$ cat src/inc/rsr_pkg.sv
/*
 * Package of the reset source recorder: register offsets, field positions,
 * reset values, timing counts, sequencer states and carrier structs.
 * Assumes a 125 MHz system clock and an AXI4-Lite register bus with 32-bit data.
 */
package rsr_pkg;

   // Register byte offsets on the AXI4-Lite bus
   localparam logic [7:0] OFS_FLAGS  = 8'h00;
   localparam logic [7:0] OFS_LVCTL  = 8'h04;
   localparam logic [7:0] OFS_IREQ   = 8'h08;
   localparam logic [7:0] OFS_IMASK  = 8'h0c;
   localparam logic [7:0] OFS_IPRIO  = 8'h10;
   localparam logic [7:0] OFS_EDGE   = 8'h14;
   localparam logic [7:0] OFS_EVST   = 8'h18;
   localparam logic [7:0] OFS_EVMASK = 8'h1c;

   // Field positions
   localparam int BIT_LV_FLAG  = 0;     // Low-voltage cause in the flag byte
   localparam int BIT_WD_FLAG  = 4;     // Watchdog cause in the flag byte
   localparam int BIT_LV_ON    = 7;     // Detector enable
   localparam int BIT_LV_MODE  = 1;     // 1: reset, 0: interrupt
   localparam int BIT_LV_DET   = 0;     // Below-threshold indication, read-only
   localparam int EV_EXT       = 0;
   localparam int EV_POC       = 1;
   localparam int EV_WDT       = 2;
   localparam int EV_LVR       = 3;
   localparam int EV_LVINT     = 4;
   localparam int EV_W         = 5;

   // Reset values
   localparam logic [7:0]      FLAGS_RST  = 8'h00;
   localparam logic [7:0]      LVCTL_RST  = 8'h00;
   localparam logic [31:0]     IREQ_RST   = 32'h00000000;
   localparam logic [31:0]     IMASK_RST  = 32'hdfffffff;
   localparam logic [31:0]     IPRIO_RST  = 32'hffffffff;
   localparam logic [7:0]      EDGE_RST   = 8'h00;
   localparam logic [EV_W-1:0] EVST_RST   = 5'h00;
   localparam logic [EV_W-1:0] EVMASK_RST = 5'h00;

   // Stabilization wait: ticks of the slow clock, slow clock as sys_clk divided
   localparam int STAB_TICKS  = 21;
   localparam int SLOW_DIV    = 8;
   localparam int STAB_CYCLES = STAB_TICKS * SLOW_DIV;
   localparam int CNT_W       = 12;

   localparam logic [1:0] RESP_OKAY   = 2'h0;
   localparam logic [1:0] RESP_SLVERR = 2'h2;

   typedef enum logic [1:0] {SQ_RUN, SQ_HOLD, SQ_WAIT} rsr_seq_t;
   typedef enum logic [2:0] {CAUSE_NONE, CAUSE_LOWV, CAUSE_WDT, CAUSE_EXT, CAUSE_POC} rsr_cause_t;

   // Reset request inputs, all synchronous to sys_clk
   typedef struct packed {
      logic ext_rst_n;    // External reset pin, low active
      logic poc_low;      // Supply below power-on-clear threshold
      logic wdt_ovf;      // Watchdog overflow request
      logic lv_below;     // Supply below low-voltage threshold
   } rsr_src_t;

   // Interrupt controller byte registers, four bytes per word for req, mask and prio, single bytes for rise and fall
   typedef struct packed {
      logic [31:0] req;
      logic [31:0] mask;
      logic [31:0] prio;
      logic [7:0]  rise;
      logic [7:0]  fall;
   } rsr_irq_bank_t;

endpackage

$ cat src/verilog/rsr_top.sv
/*
 * Reset source recorder: merges the reset sources, sequences the internal
 * reset, records the cause and applies per-source register initialisation.
 * Assumes synchronous request inputs and an AXI4-Lite master on sys_clk.
 */
// Chosen here: register access over AXI4-Lite and the address map.
`timescale 1ns/1ps
module rsr_top #(
   parameter int STAB_LEN = rsr_pkg::STAB_CYCLES
) (
   input  wire logic                   sys_clk,
   input  wire logic                   srst,
   input  wire logic                   ce,
   input  wire rsr_pkg::rsr_src_t      src,
   input  wire logic                   standby,
   output logic                        core_reset_q,
   output logic                        mem_keep_q,
   output logic                        wdt_reset_q,
   output logic                        lv_enable_q,
   output logic                        lv_mode_q,
   output rsr_pkg::rsr_irq_bank_t      irq_bank_q,
   output logic                        irq_q,
   input  wire logic [7:0]             s_axi_awaddr,
   input  wire logic                   s_axi_awvalid,
   output logic                        s_axi_awready,
   input  wire logic [31:0]            s_axi_wdata,
   input  wire logic [3:0]             s_axi_wstrb,
   input  wire logic                   s_axi_wvalid,
   output logic                        s_axi_wready,
   output logic [1:0]                  s_axi_bresp,
   output logic                        s_axi_bvalid,
   input  wire logic                   s_axi_bready,
   input  wire logic [7:0]             s_axi_araddr,
   input  wire logic                   s_axi_arvalid,
   output logic                        s_axi_arready,
   output logic [31:0]                 s_axi_rdata,
   output logic [1:0]                  s_axi_rresp,
   output logic                        s_axi_rvalid,
   input  wire logic                   s_axi_rready
);
   import rsr_pkg::*;

   localparam logic [CNT_W-1:0] STAB_LAST = CNT_W'(STAB_LEN - 1);

   rsr_seq_t         seq_q;
   rsr_cause_t       cause_q;
   rsr_cause_t       pick;
   logic [CNT_W-1:0] cnt_q;
   logic [7:0]       flags_q;
   logic [7:0]       flags_d;
   logic [EV_W-1:0]  evst_q;
   logic [EV_W-1:0]  evmask_q;
   logic [EV_W-1:0]  ev;
   logic             src_ext;
   logic             src_poc;
   logic             src_wdt;
   logic             src_lvr;
   logic             any_src;
   logic             ack;
   logic             wr_en;
   logic             rd_en;
   logic             rd_flags;
   logic             wr_hit;
   logic             rd_hit;
   logic [31:0]      rd_mux;

   // Merge byte lanes of a write into an old word
   function automatic logic [31:0] wmerge(input logic [31:0] old,
                                          input logic [31:0] dat,
                                          input logic [3:0]  strb);
      logic [31:0] res;
      res = old;
      for (int i = 0; i < 4; i++) begin
         if (strb[i]) begin
            res[8*i +: 8] = dat[8*i +: 8];
         end
      end
      return res;
   endfunction

   // Higher number wins when two causes meet in the hold state of one reset
   function automatic rsr_cause_t stronger(input rsr_cause_t a, input rsr_cause_t b);
      return (a > b) ? a : b;
   endfunction

   // Request decoding; the low-voltage reset only when enabled in reset mode
   assign src_ext = ~src.ext_rst_n;
   assign src_poc = src.poc_low;
   assign src_wdt = src.wdt_ovf;
   assign src_lvr = src.lv_below & lv_enable_q & lv_mode_q;
   assign any_src = src_ext | src_poc | src_wdt | src_lvr;

   // Fixed priority when sources arrive together: power-on beats pin beats others
   always_comb begin
      if (src_poc) begin
         pick = CAUSE_POC;
      end else if (src_ext) begin
         pick = CAUSE_EXT;
      end else if (src_wdt) begin
         pick = CAUSE_WDT;
      end else if (src_lvr) begin
         pick = CAUSE_LOWV;
      end else begin
         pick = CAUSE_NONE;
      end
   end

   // Acknowledgment: the first cycle in hold with no request left; initial values land here
   assign ack = ce & (seq_q == SQ_HOLD) & ~any_src;

   // Reset sequencer: hold while requested, then stabilization wait
   always_ff @(posedge sys_clk) begin
      if (srst) begin
         seq_q        <= SQ_WAIT;
         cnt_q        <= '0;
         cause_q      <= CAUSE_NONE;
         core_reset_q <= 1'b1;
      end else if (ce) begin
         case (seq_q)
            SQ_RUN: begin
               if (any_src) begin
                  seq_q        <= SQ_HOLD;
                  cause_q      <= pick;
                  core_reset_q <= 1'b1;
               end
            end
            SQ_HOLD: begin
               if (any_src) begin
                  cause_q <= stronger(cause_q, pick);
               end else begin
                  seq_q <= SQ_WAIT;
                  cnt_q <= '0;
               end
            end
            SQ_WAIT: begin
               if (any_src) begin
                  seq_q   <= SQ_HOLD;
                  cause_q <= pick;
               end else if (cnt_q == STAB_LAST) begin
                  seq_q        <= SQ_RUN;
                  core_reset_q <= 1'b0;
               end else begin
                  cnt_q <= cnt_q + 1'b1;
               end
            end
            default: begin
               seq_q <= SQ_WAIT;
               cnt_q <= '0;
            end
         endcase
      end
   end

   // Memory retention tells the core whether a reset came out of standby
   always_ff @(posedge sys_clk) begin
      if (srst) begin
         mem_keep_q <= 1'b0;
      end else if (ce && seq_q == SQ_RUN && any_src) begin
         mem_keep_q <= standby;
      end
   end

   // Watchdog gets a one-cycle reset for every cause except the low-voltage one
   always_ff @(posedge sys_clk) begin
      if (srst) begin
         wdt_reset_q <= 1'b1;
      end else if (ce) begin
         wdt_reset_q <= ack & (cause_q != CAUSE_LOWV);
      end
   end

   // Cause flag byte: read clears, acknowledged watchdog and low-voltage causes set, pin and power-on clear; a set wins over the read
   always_comb begin
      flags_d = flags_q;
      if (rd_flags) begin
         flags_d = FLAGS_RST;
      end
      if (ack) begin
         case (cause_q)
            CAUSE_EXT, CAUSE_POC: flags_d = FLAGS_RST;
            CAUSE_WDT: flags_d[BIT_WD_FLAG] = 1'b1;
            CAUSE_LOWV: flags_d[BIT_LV_FLAG] = 1'b1;
            default: flags_d = flags_q;
         endcase
      end
   end

   always_ff @(posedge sys_clk) begin
      if (srst) begin
         flags_q <= FLAGS_RST;
      end else if (ce) begin
         flags_q <= flags_d;
      end
   end

   // Low-voltage control: held through its own reset so the detector keeps running
   always_ff @(posedge sys_clk) begin
      if (srst) begin
         lv_enable_q <= LVCTL_RST[BIT_LV_ON];
         lv_mode_q   <= LVCTL_RST[BIT_LV_MODE];
      end else if (ce) begin
         if (ack && cause_q != CAUSE_LOWV) begin
            lv_enable_q <= LVCTL_RST[BIT_LV_ON];
            lv_mode_q   <= LVCTL_RST[BIT_LV_MODE];
         end else if (wr_en && s_axi_awaddr == OFS_LVCTL && s_axi_wstrb[0]) begin
            lv_enable_q <= s_axi_wdata[BIT_LV_ON];
            lv_mode_q   <= s_axi_wdata[BIT_LV_MODE];
         end
      end
   end

   // Interrupt controller bytes take their initial values on every acknowledgment
   always_ff @(posedge sys_clk) begin
      if (srst || ack) begin
         irq_bank_q.req  <= IREQ_RST;
         irq_bank_q.mask <= IMASK_RST;
         irq_bank_q.prio <= IPRIO_RST;
         irq_bank_q.rise <= EDGE_RST;
         irq_bank_q.fall <= EDGE_RST;
      end else if (ce && wr_en) begin
         case (s_axi_awaddr)
            OFS_IREQ:  irq_bank_q.req  <= wmerge(irq_bank_q.req, s_axi_wdata, s_axi_wstrb);
            OFS_IMASK: irq_bank_q.mask <= wmerge(irq_bank_q.mask, s_axi_wdata, s_axi_wstrb);
            OFS_IPRIO: irq_bank_q.prio <= wmerge(irq_bank_q.prio, s_axi_wdata, s_axi_wstrb);
            OFS_EDGE: begin
               if (s_axi_wstrb[0]) begin
                  irq_bank_q.rise <= s_axi_wdata[7:0];
               end
               if (s_axi_wstrb[1]) begin
                  irq_bank_q.fall <= s_axi_wdata[15:8];
               end
            end
            default: ;
         endcase
      end
   end

   // Event sources for the block's own interrupt
   always_comb begin
      ev            = '0;
      ev[EV_EXT]    = ack & (cause_q == CAUSE_EXT);
      ev[EV_POC]    = ack & (cause_q == CAUSE_POC);
      ev[EV_WDT]    = ack & (cause_q == CAUSE_WDT);
      ev[EV_LVR]    = ack & (cause_q == CAUSE_LOWV);
      ev[EV_LVINT]  = lv_enable_q & ~lv_mode_q & src.lv_below;
   end

   // Sticky status, write one to clear; an event in the clearing cycle survives.
   // Status and mask are not touched by reset acknowledgment so causes stay visible.
   always_ff @(posedge sys_clk) begin
      if (srst) begin
         evst_q   <= EVST_RST;
         evmask_q <= EVMASK_RST;
      end else if (ce) begin
         if (wr_en && s_axi_awaddr == OFS_EVST && s_axi_wstrb[0]) begin
            evst_q <= (evst_q & ~s_axi_wdata[EV_W-1:0]) | ev;
         end else begin
            evst_q <= evst_q | ev;
         end
         if (wr_en && s_axi_awaddr == OFS_EVMASK && s_axi_wstrb[0]) begin
            evmask_q <= s_axi_wdata[EV_W-1:0];
         end
      end
   end

   always_ff @(posedge sys_clk) begin
      if (srst) begin
         irq_q <= 1'b0;
      end else if (ce) begin
         irq_q <= |(evst_q & evmask_q);
      end
   end

   // Address decode shared by both directions
   function automatic logic mapped(input logic [7:0] a);
      case (a)
         OFS_FLAGS, OFS_LVCTL, OFS_IREQ, OFS_IMASK, OFS_IPRIO,
         OFS_EDGE, OFS_EVST, OFS_EVMASK: return 1'b1;
         default: return 1'b0;
      endcase
   endfunction

   assign wr_hit   = mapped(s_axi_awaddr);
   assign rd_hit   = mapped(s_axi_araddr);
   assign wr_en    = s_axi_awready & wr_hit;
   assign rd_en    = s_axi_arready;
   assign rd_flags = rd_en & (s_axi_araddr == OFS_FLAGS);

   // Read data; cause flags appear only as a whole byte, unused bits are zero
   always_comb begin
      rd_mux = 32'h00000000;
      case (s_axi_araddr)
         OFS_FLAGS:  rd_mux = {24'h000000, flags_q};
         OFS_LVCTL:  rd_mux = {24'h000000, lv_enable_q, 5'h00, lv_mode_q,
                               lv_enable_q & src.lv_below};
         OFS_IREQ:   rd_mux = irq_bank_q.req;
         OFS_IMASK:  rd_mux = irq_bank_q.mask;
         OFS_IPRIO:  rd_mux = irq_bank_q.prio;
         OFS_EDGE:   rd_mux = {16'h0000, irq_bank_q.fall, irq_bank_q.rise};
         OFS_EVST:   rd_mux = {27'h0000000, evst_q};
         OFS_EVMASK: rd_mux = {27'h0000000, evmask_q};
         default:    rd_mux = 32'h00000000;
      endcase
   end

   // Write channel: address and data taken together once both are offered
   always_ff @(posedge sys_clk) begin
      if (srst) begin
         s_axi_awready <= 1'b0;
         s_axi_wready  <= 1'b0;
         s_axi_bvalid  <= 1'b0;
         s_axi_bresp   <= RESP_OKAY;
      end else if (ce) begin
         s_axi_awready <= s_axi_awvalid & s_axi_wvalid & ~s_axi_awready & ~s_axi_bvalid;
         s_axi_wready  <= s_axi_awvalid & s_axi_wvalid & ~s_axi_awready & ~s_axi_bvalid;
         if (s_axi_awready) begin
            s_axi_bvalid <= 1'b1;
            s_axi_bresp  <= wr_hit ? RESP_OKAY : RESP_SLVERR;
         end else if (s_axi_bready) begin
            s_axi_bvalid <= 1'b0;
         end
      end
   end

   // Read channel: data registered so the read-clear and the answer share one edge
   always_ff @(posedge sys_clk) begin
      if (srst) begin
         s_axi_arready <= 1'b0;
         s_axi_rvalid  <= 1'b0;
         s_axi_rdata   <= 32'h00000000;
         s_axi_rresp   <= RESP_OKAY;
      end else if (ce) begin
         s_axi_arready <= s_axi_arvalid & ~s_axi_arready & ~s_axi_rvalid;
         if (s_axi_arready) begin
            s_axi_rvalid <= 1'b1;
            s_axi_rdata  <= rd_mux;
            s_axi_rresp  <= rd_hit ? RESP_OKAY : RESP_SLVERR;
         end else if (s_axi_rready) begin
            s_axi_rvalid <= 1'b0;
         end
      end
   end

endmodule // rsr_top

$ cat config.mk
export PLATFORM = sky130hd
export DESIGN_NAME = rsr_top
export DESIGN_NICKNAME = d
export VERILOG_FILES = /design/src/inc/rsr_pkg.sv /design/src/verilog/rsr_top.sv
export SDC_FILE = /design/constraint.sdc
export NUM_CORES = 1
export LEC_CHECK = 0
export BUFFER_PORTS_ARGS = -buffer_cell sky130_fd_sc_hd__clkbuf_2
export CAP_MARGIN = 5
export CORE_MARGIN = 2
export CORE_UTILIZATION = 35
export DETAILED_ROUTE_END_ITERATION = 8
export HOLD_SLACK_MARGIN = 0.02
export PLACE_DENSITY = 0.56
export RECOVER_POWER = 50
export SLEW_MARGIN = 20
export SYNTH_ARGS = -nofsm -noshare
export SYNTH_HDL_FRONTEND = slang
export SYNTH_SLANG_ARGS = --single-unit
$ cat constraint.sdc
create_clock -name sys_clk -period 7.1 [get_ports sys_clk]
set_input_delay 1.42 -clock sys_clk [delete_from_list [all_inputs] [get_ports sys_clk]]
set_output_delay 1.42 -clock sys_clk [all_outputs]
set_load 0.01 [all_outputs]
==> results.yml <==
die:
  ios: 224
  die_w_um: 160
  die_area_um2: 25500
  num_rows: 56
  fp.dieH_um: 160
  initial_utilization: 0.359
  core_area_um2: 23600
outcome:
  violations: "max-capacitance violations, max-slew violations"
  outcome: "complete, but fails checks"
final_layout:
  multi_input_area_um2: 4320
  final_common_cell: "dfxtp_1"
  final_nets: 1166
  drive_gt1_frac: 0.109
  layout_common_cells: "dfxtp_1, clkbuf_1, mux2i_1"
  num-fill-cells: 2445
  area_delta_synth_final_pct: 20.5
  n_antenna_cell: 0
  regArea_um2: 3820
clock_network:
  cts_hold_buf: 0
  path_clk_slew_ps: 70
  h-tree-depth: 4
  root_buffer: "clkbuf_16"
  cts_buffers: 17
  tritoncts: "built"
  clockBufferDepth: 2
  clk-insertion-delay-late_ps: 450
  post_cts_buffers: 0
  cts_sinks: 191
  cts_resized: 0
critical_path:
  cp-start-kind: "input port"
  path_max_fanout: 24
  crit_slowest_cell: "nor4bb_1"
  worstPathRequired_ps: 7390
  crit_family: "simple AND/OR/NAND/NOR gates"
  critPathKind: "input port to flop"
  worst-path-buf-inv: 1
  arrival_ps: 5330
  crit_chain: "clkbuf_1 > nor4bb_1 > nand4_1 > o21ai_0 > nand3_1"
  max_stage_delay_ps: 1380
  setup.worst_path.end_class: "flop"
timing:
  drv_slew: 43
  worst_slew_pin_slew_ps: 1760
  fin_crit_sh: 0.709
  slew_headroom: -0.175
  setup_viol: 0
  grt_setup_unrepaired: "no"
  hold_viol: 0
  clock.fmax_mhz: 199
  period_minus_slack_ps: 5040
  setup_tns_ps: 0
  fin_skew_ps: 10.6
  fin_hold_ws_ps: 467
placement:
  place.gp.congestion: 0.792
  dp_hpwl_mm: 19.3
  io_buffers: 221
synth:
  syn_inst: 916
  synth.distinct_cells: 65
  synth-seq-cells: 191
  yosysWarningCount: 0
  synth.avg_cell_area_um2: 9.26
  synth_edf_count: 0
  syn_area_um2: 8480
  seq_area_frac_synth: 0.451
  synthFlopType: "dfxtp_1"
  synthArstFlopShare: 0
detailed_routing:
  wl_per_cell_um: 19.3
  drtPass1Iterations: 5
  routed_wl_mm: 27.6
  antenna_left: 0
  vias: 7681
  drtIter0Drc: 552
  viasPerCell: 5.38
  drc: 0
power:
  cellLeakagePower_nw: 4.02
  cellPowerDensity_nw_per_um2: 214
  peakVddDrop_mv: 0.143
run:
  maxCapViolations: 2
hold_path:
  timing.hold.worst.class: "flop to flop"
global_route:
  first_global_vias: 7411
  antenna_found_initial: 2
  grtUsageTotal: 0.216
  overflow: 0
  grt_max_degree: 43
  grt_pass1_wl_mm: 43.2
==> registers in the layout, indices dropped and copies added (netlist names), 2 cells and up <==
name	flops
seq_q	2
cause_q	3
cnt_q	12
evmask_q	5
irq_bank_q	112
evst_q	5
flags_q	8
s_axi_rdata	32
==> power breakdown <==
group	leakage [nW]	switching [mW]	internal (mW)
Sequential	1.54	0.00894	1.07
Clock	0.277	0.468	0.498
Combinational	2.20	0.0926	0.0468
==> worst paths after layout <==
kind | depth (start not counted) | endpoint | start | slack (ps)
worst max-delay path | 5 | irq_bank_q[64]$_SDFFE_PP1P_ | ce | 2060
worst min register to register | 1 | flags_q[5]$_SDFFE_PP0P_ | flags_q[5]$_SDFFE_PP0P_ | 470
worst min-delay path | 1 | flags_q[5]$_SDFFE_PP0P_ | flags_q[5]$_SDFFE_PP0P_ | 470
worst max register to register | 4 | irq_bank_q[64]$_SDFFE_PP1P_ | s_axi_wready$_SDFFE_PP0P_ | 3380
==> final cells by class <==
cell class | count | share of cell area
sequential | 191 | 0.374
tap | 319 | 0.0391
clock inverter | 14 | 0.0151
timing repair buffer | 231 | 0.0977
multi-input combinational | 630 | 0.423
inverter | 26 | 0.00955
clock buffer | 18 | 0.0420
==> cell usage after synthesis, types with 4 or more instances <==
library cell  count  area (µm²)
dfxtp_1         191        3820
mux2i_1         118        1180
nand2_1          70         263
nor2_1           70         263
nand3_1          61         305
clkbuf_1         58         218
o21ai_0          46         230
a21oi_1          29         145
inv_1            25        93.8
nand4_1          18         113
nor2b_1          18         113
a22o_1           17         149
o2bb2ai_1        16         140
or4_1            14         105
nor3_1           12        60.1
a32oi_1          11        96.3
a222oi_1          9        90.1
nand3b_1          9        67.6
a211oi_1          7        52.6
o211ai_1          6        45.0
o21ai_1           6        30.0
o31ai_1           6        45.0
or3_1             6        37.5
buf_1             5        18.8
a221oi_1          4        35.0
and3b_1           4        35.0
buf_2             4        20.0
ha_1              4        50.1
nor3b_1           4        30.0
or3b_2            4        35.0
==> cell families after synthesis <==
family / after synthesis / synth area share
AOI/OAI and AO/OA: 183 / 0.151
other: 1 / 0.000442
muxes: 122 / 0.147
buffers and inverters: 96 / 0.0444
DFF: 191 / 0.451
adders and majority gates: 4 / 0.00590
xor gates and xnor gates: 1 / 0.00103
and+or+nand+nor: 318 / 0.199
==> per-stage QoR <==
| step | cell area, µm² | worst slack [ps] | total power [mW] | utilization | instances |
|---|---|---|---|---|---|
| floorplan | 8480 | 3890 | 1.19 | - | 917 |
| global placement | 9820 | 2550 | 1.25 | 0.416 | 1396 |
| detailed placement | 9820 | 2560 | 1.25 | 0.416 | 1396 |
| CTS | 10400 | 3030 | 2.21 | 0.440 | 1428 |
| global route | 10200 | 1760 | 2.27 | 0.433 | 1429 |
| finish | 10200 | 2060 | 2.19 | 0.433 | 1429 |
==> metal layers <==
layer / track usage / routed length, µm / vias to the layer above
li1: - / - / 3744
met1: 0.300 / 12900 / 3671
met2: 0.336 / 12500 / 234
met3: 0.0532 / 1740 / 30
met4: 0.0562 / 393 / 2
met5: 0 / 13 / -
(Power assumes the default switching activity.)
